`src/hdl/rx_wb_map.vh`:
```
// Constants for the receive descriptor status writeback block
`ifndef RX_WB_MAP_VH
`define RX_WB_MAP_VH
// ---------------------------------------------------------------
// Receive status word fields
// ---------------------------------------------------------------
`define SW_OWN 31
`define SW_FILTER_FAIL 30
`define SW_LEN_HI 29
`define SW_LEN_LO 16
`define SW_ERR_SUM 15
`define SW_TRUNC 14
`define SW_SRC_HI 13
`define SW_SRC_LO 12
`define SW_SHORT 11
`define SW_GROUP 10
`define SW_FIRST 9
`define SW_LAST 8
`define SW_OVERSIZE 7
`define SW_LATE_COLL 6
`define SW_CRC 1
`define SW_OVERFLOW 0
// ---------------------------------------------------------------
// Frame source codes
// ---------------------------------------------------------------
`define SRC_LINE 2'h0
`define SRC_INT_LOOP 2'h1
`define SRC_EXT_LOOP 2'h2
// ---------------------------------------------------------------
// Operating mode control fields
// ---------------------------------------------------------------
`define MODE_ACCEPT_ALL 30
`define MODE_OP_HI 11
`define MODE_OP_LO 10
`define MODE_PASS_BAD 3
`define MODE_RESET 32'h00000000
`define MODE_MASK 32'h40000c08
// ---------------------------------------------------------------
// Register offsets
// ---------------------------------------------------------------
`define OFF_MODE 8'h00
`define OFF_LAST_STATUS 8'h04
`define OFF_STATE 8'h08
// ---------------------------------------------------------------
// Frame limits in bytes
// ---------------------------------------------------------------
`define MAX_FRAME_LEN 14'h05ee
`define COLL_WINDOW 14'h0040
`endif

```
`src/hdl/rx_status_writeback.v`:
```
// Receive descriptor status word writeback engine with APB registers
`timescale 1ns/1ps
`default_nettype none
`include "rx_wb_map.vh"

module rx_status_writeback #(
  parameter BUF_W = 11
) (
  input wire ref_clk,
  input wire reset,
  // APB slave
  input wire psel,
  input wire penable,
  input wire pwrite,
  input wire [7:0] paddr,
  input wire [31:0] pwdata,
  output reg [31:0] prdata_r,
  output reg pready_r,
  output reg pslverr_r,
  // Receive byte stream from the MAC
  input wire rx_byte_valid,
  input wire rx_byte_last,
  input wire rx_collision,
  input wire rx_crc_bad,
  input wire rx_phy_err,
  input wire rx_overflow,
  input wire rx_multicast,
  input wire rx_filter_fail,
  output reg rx_ready_r,
  output reg buf_sel_r,
  // Current descriptor from the fetch logic
  input wire [BUF_W-1:0] buf1_size,
  input wire [BUF_W-1:0] buf2_size,
  input wire next_owned,
  // Status word write to host memory
  output reg wb_valid_r,
  output reg [31:0] wb_data_r,
  input wire wb_ready,
  output reg desc_advance_r,
  output reg frame_drop_r
);

  localparam ST_IDLE = 2'h0;
  localparam ST_RECV = 2'h1;
  localparam ST_TRUNC = 2'h2;

  // ---------------------------------------------------------------
  // Registers
  // ---------------------------------------------------------------
  reg [31:0] mode_r;
  reg [31:0] last_status_r;
  reg [1:0] state_r, state_nxt;
  reg [BUF_W:0] desc_cnt_r, desc_cnt_nxt;
  reg [13:0] len_r, len_nxt;
  reg first_here_r, first_here_nxt;
  reg short_r, short_nxt;
  reg late_r, late_nxt;
  reg oversize_r, oversize_nxt;
  reg wb_valid_nxt;
  reg [31:0] wb_data_nxt;
  reg adv_nxt, drop_nxt;

  wire [BUF_W:0] cap = {1'b0, buf1_size} + {1'b0, buf2_size};
  wire full = (desc_cnt_r == cap);
  wire take = rx_byte_valid && rx_ready_r;
  wire accept_all = mode_r[`MODE_ACCEPT_ALL];
  wire pass_bad = mode_r[`MODE_PASS_BAD];
  wire [1:0] op_mode = mode_r[`MODE_OP_HI:`MODE_OP_LO];
  wire apb_acc = psel && penable && !pready_r;

  // ---------------------------------------------------------------
  // Frame totals including the byte taken at this edge
  // ---------------------------------------------------------------
  // The sequencer clears its counters on the last byte, so the final word reads these
  wire [13:0] len_inc = len_r + 14'h0001;
  wire coll_early = rx_collision && (len_r < `COLL_WINDOW);
  wire coll_late = rx_collision && (len_r >= `COLL_WINDOW);
  wire short_now = short_r || coll_early || (len_inc < `COLL_WINDOW);
  wire late_now = late_r || coll_late;
  wire over_now = oversize_r || (len_r == `MAX_FRAME_LEN);

  // ---------------------------------------------------------------
  // Frame source code from the operating mode
  // ---------------------------------------------------------------
  // Loopback and line traffic are not told apart per frame
  reg [1:0] src_code;
  always @* begin
    case (op_mode)
      2'h0: src_code = `SRC_LINE;
      2'h1: src_code = `SRC_INT_LOOP;
      default: src_code = `SRC_EXT_LOOP;
    endcase
  end

  // ---------------------------------------------------------------
  // Final status word for the last descriptor of a frame
  // ---------------------------------------------------------------
  reg [31:0] final_word;
  reg fin_short, fin_late, fin_over, fin_crc, fin_trunc;
  always @* begin
    fin_trunc = (state_r == ST_TRUNC);
    fin_short = short_now;
    fin_late = late_now;
    fin_over = over_now;
    fin_crc = rx_crc_bad || rx_phy_err;
    final_word = 32'h00000000;
    final_word[`SW_OWN] = 1'b0; // ownership returned here
    final_word[`SW_FILTER_FAIL] = rx_filter_fail && accept_all;
    final_word[`SW_LEN_HI:`SW_LEN_LO] = len_inc;
    final_word[`SW_TRUNC] = fin_trunc;
    final_word[`SW_SRC_HI:`SW_SRC_LO] = src_code;
    final_word[`SW_SHORT] = fin_short;
    final_word[`SW_GROUP] = rx_multicast;
    final_word[`SW_FIRST] = first_here_r;
    final_word[`SW_LAST] = 1'b1;
    final_word[`SW_OVERSIZE] = fin_over;
    final_word[`SW_LATE_COLL] = fin_late;
    final_word[`SW_CRC] = fin_crc;
    final_word[`SW_OVERFLOW] = rx_overflow;
    final_word[`SW_ERR_SUM] = rx_overflow || fin_crc || fin_late || fin_over ||
      fin_short || fin_trunc;
  end

  // Word for a filled descriptor that is not the frame's last
  reg [31:0] mid_word;
  always @* begin
    mid_word = 32'h00000000;
    mid_word[`SW_OWN] = 1'b0;
    mid_word[`SW_LEN_HI:`SW_LEN_LO] = len_r;
    mid_word[`SW_FIRST] = first_here_r;
  end

  // Runt that never left this descriptor and may not be passed on
  wire runt_drop = fin_short && !pass_bad && first_here_r && !fin_trunc;

  // ---------------------------------------------------------------
  // Receive sequencing
  // ---------------------------------------------------------------
  always @* begin
    state_nxt = state_r;
    desc_cnt_nxt = desc_cnt_r;
    len_nxt = len_r;
    first_here_nxt = first_here_r;
    short_nxt = short_r;
    late_nxt = late_r;
    oversize_nxt = oversize_r;
    wb_valid_nxt = wb_valid_r && !wb_ready;
    wb_data_nxt = wb_data_r;
    adv_nxt = 1'b0;
    drop_nxt = 1'b0;
    if (take) begin
      len_nxt = len_r + 14'h0001;
      if (len_r == `MAX_FRAME_LEN)
        oversize_nxt = 1'b1; // flag only, bytes still stored
      if (rx_collision && (len_r < `COLL_WINDOW))
        short_nxt = 1'b1;
      if (rx_collision && (len_r >= `COLL_WINDOW))
        late_nxt = 1'b1;
      if (state_r != ST_TRUNC)
        desc_cnt_nxt = desc_cnt_r + {{BUF_W{1'b0}}, 1'b1};
      if (state_r == ST_IDLE)
        state_nxt = ST_RECV;
      if (rx_byte_last) begin
        state_nxt = ST_IDLE;
        len_nxt = 14'h0000;
        short_nxt = 1'b0;
        late_nxt = 1'b0;
        oversize_nxt = 1'b0;
        first_here_nxt = 1'b1;
        // A runt that never left this descriptor is simply reused
        if (runt_drop) begin
          drop_nxt = 1'b1;
          desc_cnt_nxt = {(BUF_W+1){1'b0}};
        end else begin
          wb_valid_nxt = 1'b1; // status and ownership in one write
          wb_data_nxt = final_word;
          adv_nxt = 1'b1;
          desc_cnt_nxt = {(BUF_W+1){1'b0}};
        end
      end
    end else if (rx_byte_valid && !wb_valid_r && state_r != ST_TRUNC && full) begin
      if (next_owned) begin
        // Zero-size descriptor holds no byte, so the start moves on
        wb_valid_nxt = 1'b1;
        wb_data_nxt = (desc_cnt_r == {(BUF_W+1){1'b0}}) ? 32'h00000000 : mid_word;
        adv_nxt = 1'b1;
        desc_cnt_nxt = {(BUF_W+1){1'b0}};
        if (desc_cnt_r != {(BUF_W+1){1'b0}})
          first_here_nxt = 1'b0;
      end else begin
        state_nxt = ST_TRUNC; // rest of frame discarded
      end
    end
  end

  // Stall the MAC while a write waits or the descriptor is full
  wire ready_nxt = !wb_valid_nxt && ((state_nxt == ST_TRUNC) || (desc_cnt_nxt != cap));

  always @(posedge ref_clk) begin
    if (reset) begin
      state_r <= ST_IDLE;
      desc_cnt_r <= {(BUF_W+1){1'b0}};
      len_r <= 14'h0000;
      first_here_r <= 1'b1;
      short_r <= 1'b0;
      late_r <= 1'b0;
      oversize_r <= 1'b0;
      wb_valid_r <= 1'b0;
      wb_data_r <= 32'h00000000;
      desc_advance_r <= 1'b0;
      frame_drop_r <= 1'b0;
      rx_ready_r <= 1'b0;
      buf_sel_r <= 1'b0;
      last_status_r <= 32'h00000000;
    end else begin
      state_r <= state_nxt;
      desc_cnt_r <= desc_cnt_nxt;
      len_r <= len_nxt;
      first_here_r <= first_here_nxt;
      short_r <= short_nxt;
      late_r <= late_nxt;
      oversize_r <= oversize_nxt;
      wb_valid_r <= wb_valid_nxt;
      wb_data_r <= wb_data_nxt;
      desc_advance_r <= adv_nxt;
      frame_drop_r <= drop_nxt;
      rx_ready_r <= ready_nxt;
      // Next byte lands in buffer two once buffer one is used up
      buf_sel_r <= (desc_cnt_nxt >= {1'b0, buf1_size});
      if (wb_valid_r && wb_ready)
        last_status_r <= wb_data_r;
    end
  end

  // ---------------------------------------------------------------
  // APB register access
  // ---------------------------------------------------------------
  // One wait state keeps read data registered
  reg [31:0] rdata_nxt;
  reg err_nxt;
  always @* begin
    rdata_nxt = 32'h00000000;
    err_nxt = 1'b0;
    case (paddr)
      `OFF_MODE: rdata_nxt = mode_r;
      `OFF_LAST_STATUS: rdata_nxt = last_status_r;
      `OFF_STATE: rdata_nxt = {16'h0000, wb_valid_r, rx_ready_r, state_r, len_r[11:0]};
      default: err_nxt = 1'b1;
    endcase
  end

  always @(posedge ref_clk) begin
    if (reset) begin
      mode_r <= `MODE_RESET;
      pready_r <= 1'b0;
      prdata_r <= 32'h00000000;
      pslverr_r <= 1'b0;
    end else begin
      pready_r <= apb_acc;
      prdata_r <= (apb_acc && !pwrite) ? rdata_nxt : 32'h00000000;
      pslverr_r <= apb_acc && err_nxt;
      if (psel && penable && pready_r && pwrite && paddr == `OFF_MODE)
        mode_r <= pwdata & `MODE_MASK;
    end
  end

endmodule // rx_status_writeback
`default_nettype wire

```
`config.mk`:
```
export PLATFORM = sky130hd
export DESIGN_NAME = rx_status_writeback
export DESIGN_NICKNAME = d
export VERILOG_FILES = /design/src/hdl/rx_status_writeback.v
export VERILOG_INCLUDE_DIRS = /design/src /design/src/hdl
export SDC_FILE = /design/constraint.sdc
export NUM_CORES = 1
export LEC_CHECK = 0
export ABC_CLOCK_PERIOD_IN_PS = 5230
export BUFFER_PORTS_ARGS = -buffer_cell sky130_fd_sc_hd__buf_2
export CORE_UTILIZATION = 55
export CTS_BUF_LIST = sky130_fd_sc_hd__clkbuf_16
export DETAILED_ROUTE_END_ITERATION = 10
export GPL_TIMING_DRIVEN = 0
export HOLD_SLACK_MARGIN = 0.08
export PLACE_DENSITY_LB_ADDON = 0.12
export REMOVE_ABC_BUFFERS = 1
export SLEW_MARGIN = 0
export SYNTH_ARGS = -nofsm -noshare
export SYNTH_HDL_FRONTEND = slang
export SYNTH_SLANG_ARGS = --single-unit
```
`constraint.sdc`:
```
create_clock -name ref_clk -period 5.23 [get_ports ref_clk]
set_clock_uncertainty 0.05 [all_clocks]
set_input_delay 0.2615 -clock ref_clk [delete_from_list [all_inputs] [get_ports ref_clk]]
set_output_delay 0.2615 -clock ref_clk [all_outputs]
set_load 0.05 [all_outputs]
```
# Word-level counts from Yosys, hierarchy flattened
# Cells that the tools add are included.
[op_classes]
eq_ne = 11
n_lt_le_gt_ge = 4
muxes = 42
n_reduce_logical = 57
add_sub_neg = 3
bitwise = 3
[ops]
columns = ["operator", "count"]
rows = [
  ["$mux W32", 5],
  ["$pmux W32 S3", 1],
  ["$mux W12", 5],
  ["$mux W30", 1],
  ["$lt A14 B7 Y1 const B", 2],
  ["$mux W1", 23],
  ["$logic_and A1 B1 Y1", 20],
  ["$add A14 B1 Y14 const B", 1],
  ["$eq A14 B11 Y1 const B", 1],
  ["$ge A14 B7 Y1 const B", 1],
  ["$mux W14", 1],
  ["$add A11 B11 Y12", 1],
  ["$add A12 B1 Y12 const B", 1],
  ["$eq A12 B12 Y1", 1],
  ["$ge A12 B11 Y1", 1],
  ["$logic_not A12 Y1", 1],
  ["$ne A12 B12 Y1", 1],
  ["$reduce_bool A12 Y1", 1],
  ["$reduce_bool A2 Y1", 6],
  ["$logic_or A1 B1 Y1", 11],
  ["$mux W2", 5],
  ["$eq A8 B3 Y1 const B", 1],
  ["$eq A8 B4 Y1 const B", 1],
  ["$logic_not A8 Y1", 1],
  ["11 further kinds", 27],
]
[word_totals]
inputBits = 77
regBits = 139

# Longest topological paths before layout
[logic_depth]
ltp_word = 12
ltp_mapped = 25

# Worst setup path before layout
# No wires, ideal clock.
[synth_path]
path_type = "input -> register"
startpoint = "input port buf1_size[0]"
endpoint = "register buf_sel_r"
path_stages = 24
path_slack_ns = 0.567
arrival_ns = 4.477
setup_ns = 0.136
path_cell_list = "ha_1 > inv_1 > fa_1 > nand2b_1 > a21oi_1 > o32a_1 > mux2i_1 > xnor2_1 > nor2_2 > a31oi_4 > a21o_1 > a21oi_1 > ha_1 > nand2b_1 > a21o_1 > a21o_1 > a21o_1 > a21o_1 > a21o_1 > a21o_1 > a21oi_1 > nor2b_1 > o211ai_1 > a31oi_1"
[synth_between]
elab_chain_len = 6
[synth_lines]
columns = ["item", "line_no", "source"]
rows = [
  ["start: declaration", "rx_status_writeback.v:32", "input wire [BUF_W-1:0] buf1_size,"],
  ["$add A11 B11 Y12", "rx_status_writeback.v:63", "wire [BUF_W:0] cap = {1'b0, buf1_size} + {1'b0, buf2_size};"],
  ["$eq A12 B12 Y1", "rx_status_writeback.v:64", "wire full = (desc_cnt_r == cap);"],
  ["$logic_and A1 B1 Y1", "rx_status_writeback.v:181", "end else if (rx_byte_valid && !wb_valid_r && state_r != ST_TRUNC && full) begin"],
  ["$mux W12", "rx_status_writeback.v:181", ""],
  ["$mux W12", "rx_status_writeback.v:151", "if (take) begin"],
  ["$ge A12 B11 Y1 *", "rx_status_writeback.v:229", "buf_sel_r <= (desc_cnt_nxt >= {1'b0, buf1_size});"],
  ["end signal: assignment", "rx_status_writeback.v:229", ""],
  ["end: declaration", "rx_status_writeback.v:30", "output reg buf_sel_r,"],
]
# Mark *: on every way between the ends. The rest lies on a longest branch, timed or not.
# A chain may end at the register's enable or synchronous reset.

# Worst setup path in the final report
[layout_path]
startpoint = "input port buf1_size[4]"
endpoint = "register buf_sel_r"
# The elaborated chain is that of the path after synthesis.

==> impl_metrics.env <==
export IMPL_crit_top_cell="a21o_1"
export IMPL_synth_enable_flop_cells=0
export IMPL_drt_wirelength_per_cell_um=16.40
export IMPL_power_density_nw_per_um2=298.6
export IMPL_initial_core_util=0.5674
export IMPL_htree_levels=4
export IMPL_finalSetupViolCount=0
export IMPL_synth_cell_type_count=73
export IMPL_critPathLaunchType="input port"
export IMPL_clock_sinks=128
export IMPL_fin_crit_sh=0.9363
export IMPL_ctsRootBufferMaster="clkbuf_16"
export IMPL_stdcell_area_um2=8150
export IMPL_place_gp_congestion=0.8963
export IMPL_dieArea_um2=12940
export IMPL_vias_per_cell=5.765
export IMPL_remaining_drc_errors=0
export IMPL_dieWidth_um=113.8
export IMPL_max_clock_path_buffers=2
export IMPL_maxCapViolCount=0
export IMPL_final_common_cell="dfxtp_1"
export IMPL_cts_tree="done"
export IMPL_yosysTopAreaCellShare=0.3729
export IMPL_cts_buffers=17
export IMPL_row_count=40
export IMPL_dp_hpwl_mm=12.91
export IMPL_fp_dieH_um=113.8
export IMPL_cp_end_kind="register"
export IMPL_required_ps=5470
export IMPL_synth_ff_type="dfxtp_1"
export IMPL_slowest_stage="or3_4"
export IMPL_async_flop_share=0
export IMPL_slew_headroom=0.1992
export IMPL_leakage_nw=3.392
export IMPL_ys_top_cells_by_area="dfxtp_1 (37%), a21oi_1 (6.0%), nand2_1 (6.0%)"
export IMPL_vias=6514
export IMPL_worst_pin_slew_ps=1190
export IMPL_max_freq_ghz=0.2042
export IMPL_clk_pin_slew_worst_paths_ps=50
export IMPL_ys_warn_count=0
export IMPL_nets=1054
export IMPL_ff2ff_setup_slack_ps=460
export IMPL_antenna_found_initial=0
export IMPL_final_min_clock_period_ps=4897
export IMPL_path_class="in -> reg"
export IMPL_wirelength_mm=18.53
export IMPL_postRouteAntennaNets=0
export IMPL_slowest_delay_ps=430
export IMPL_io_pins=148
export IMPL_status="completed"
export IMPL_grt_max_degree=68
export IMPL_hold_class="in -> reg"
export IMPL_coreArea_um2=12110
export IMPL_first_global_vias=6111
export IMPL_ys_seq_area_frac=0.3729
export IMPL_diodes=0
export IMPL_ir_drop_mv=0.2020
export IMPL_synth_top_area_cell="dfxtp_1"
export IMPL_gr_total_overflow=0
export IMPL_area_growth_pct=18.61
export IMPL_clkLatencyLatePin_ps=420
export IMPL_syn_area_um2=6872
export IMPL_rsz0062_at_grt="no"
export IMPL_final_cell_mix="dfxtp_1 (128), buf_2 (112), nand2_1 (108)"
export IMPL_first_pass_iters=5
export IMPL_grt_pass1_wl_mm=29.81
export IMPL_crit_arrival_ps=5130
export IMPL_whs_ps=125.7
export IMPL_slew_violations=0
export IMPL_finalHoldViolCount=0
export IMPL_worst_path_max_fanout=10
export IMPL_drt_iter0_drc=526
export IMPL_crit_chain="buf_2, ha_2, a21oi_2, nand2_1, or3_4, a21o_1, a2111oi_2, and4_4, a31oi_4, a21o_1, a21oi_1, ha_1, nand2b_1, a21o_1, a21o_1, a21o_1, a21o_1, a21o_1, a21o_1, a21oi_1, nor2b_1, o211ai_1, a31oi_1"
export IMPL_portBuffers=113
export IMPL_drive_above_1_share=0.1715
export IMPL_synth_cells=867
export IMPL_avgSynthCellArea_um2=7.926
export IMPL_post_dp_cell_area_um2=7415
export IMPL_grt_total_usage=0.2945
export IMPL_ys_ff_latch=128
export IMPL_final_setup_tns_ps=0
==> final cells by class <==
type                    instances  area, um2
clock buffers                  17      425.4
repair buffers                124      695.7
multi-input cells             656       4020
inverters                      22      82.58
clock inverters                15      153.9
well taps                     168      210.2
fillers                      1059       3961
flip-flops and latches        128       2562
==> flip-flops by register name, indices dropped and copies added, names as in the netlist, 2 cells and up <==
| name | cells |
|---|---|
| state_r | 2 |
| desc_cnt_r | 12 |
| mode_r | 4 |
| prdata_r | 31 |
| wb_data_r | 27 |
| len_r | 14 |
| last_status_r | 27 |
==> cell families (layout without fill, tap and decap cells) <==
family,Yosys count,in the layout,synth area share
XOR/XNOR,35,35,0.04680
multiplexers,14,14,0.02149
flip-flops,128,128,0.3729
AND/OR/NAND/NOR,366,366,0.2597
other,1,6,0.0005457
buffers and inverters,88,178,0.05371
adder cells (fa/ha/maj),28,28,0.05208
AO/OA/AOI/OAI,207,207,0.1928
==> per-stage QoR <==
step / instances / power [mW] / utilization / setup slack (ps)
finish: 1130 / 2.434 / 0.6729 / 333.4
global route: 1130 / 2.511 / 0.6729 / 24.55
CTS: 1130 / 2.431 / 0.6693 / 28.21
detailed placement: 1088 / 1.272 / 0.6122 / -557.7
global placement: 1087 / 1.262 / 0.6093 / -636.4
floorplan: 806 / 1.188 / - / 552.0
==> synthesized netlist by cell type, types with 7 or more instances <==
cell,number
a21o_1,16
a21oi_1,83
a22oi_1,18
a31oi_1,15
and2_1,28
and3_1,13
buf_2,7
clkbuf_1,51
dfxtp_1,128
ha_1,27
inv_1,21
mux2i_1,11
nand2_1,109
nand2b_1,10
nand3_1,35
nand4_1,7
nor2_1,92
nor2b_1,8
nor3_1,20
nor4_1,10
o211ai_1,9
o21ai_0,27
xnor2_1,25
xor2_1,9
==> final timing paths <==
kind                            cells after the start           endpoint              start
worst min register to register                      2  last_status_r[25]  last_status_r[25]
worst min-delay path                                2        prdata_r[3]           paddr[2]
worst max-delay path                               23          buf_sel_r       buf1_size[4]
worst max register to register                     16          buf_sel_r         rx_ready_r
==> worst max-delay path: cells and delay by family <==
kind / cells / cell delay, ps
AOI/OAI and AO/OA: 15 / 2990
adders and majority gates: 2 / 630
and+or+nand+nor: 5 / 1130
buffers and inverters: 1 / 110
==> power breakdown <==
part | switching [mW] | leakage [nW] | total [mW] | internal (mW)
sequential | 0.00417 | 1.03 | 0.983 | 0.978
combinational | 0.175 | 2.08 | 0.290 | 0.115
clock | 0.425 | 0.285 | 1.16 | 0.735
total | 0.605 | 3.39 | 2.43 | 1.83
==> layer usage <==
metal  vias up  global-route usage  share of wire
li1       3189                   -              -
met1      3068              0.3523           0.43
met2       216              0.5175           0.50
met3        41             0.05101          0.050
met4         0              0.1316          0.024
met5         -                   0              0
==> timing repair <==
| item | in CTS | in global routing |
|---|---|---|
| setup buffers | 0 | 0 |
| gates resized for setup | 3 | 12 |
| pin swaps | 0 | 2 |
| hold endpoints to repair | 9 | 0 |
| endpoints found under the setup margin | 1 | 1 |
| hold buffers | 10 | 0 |
Power figures use the tool's default switching activity.
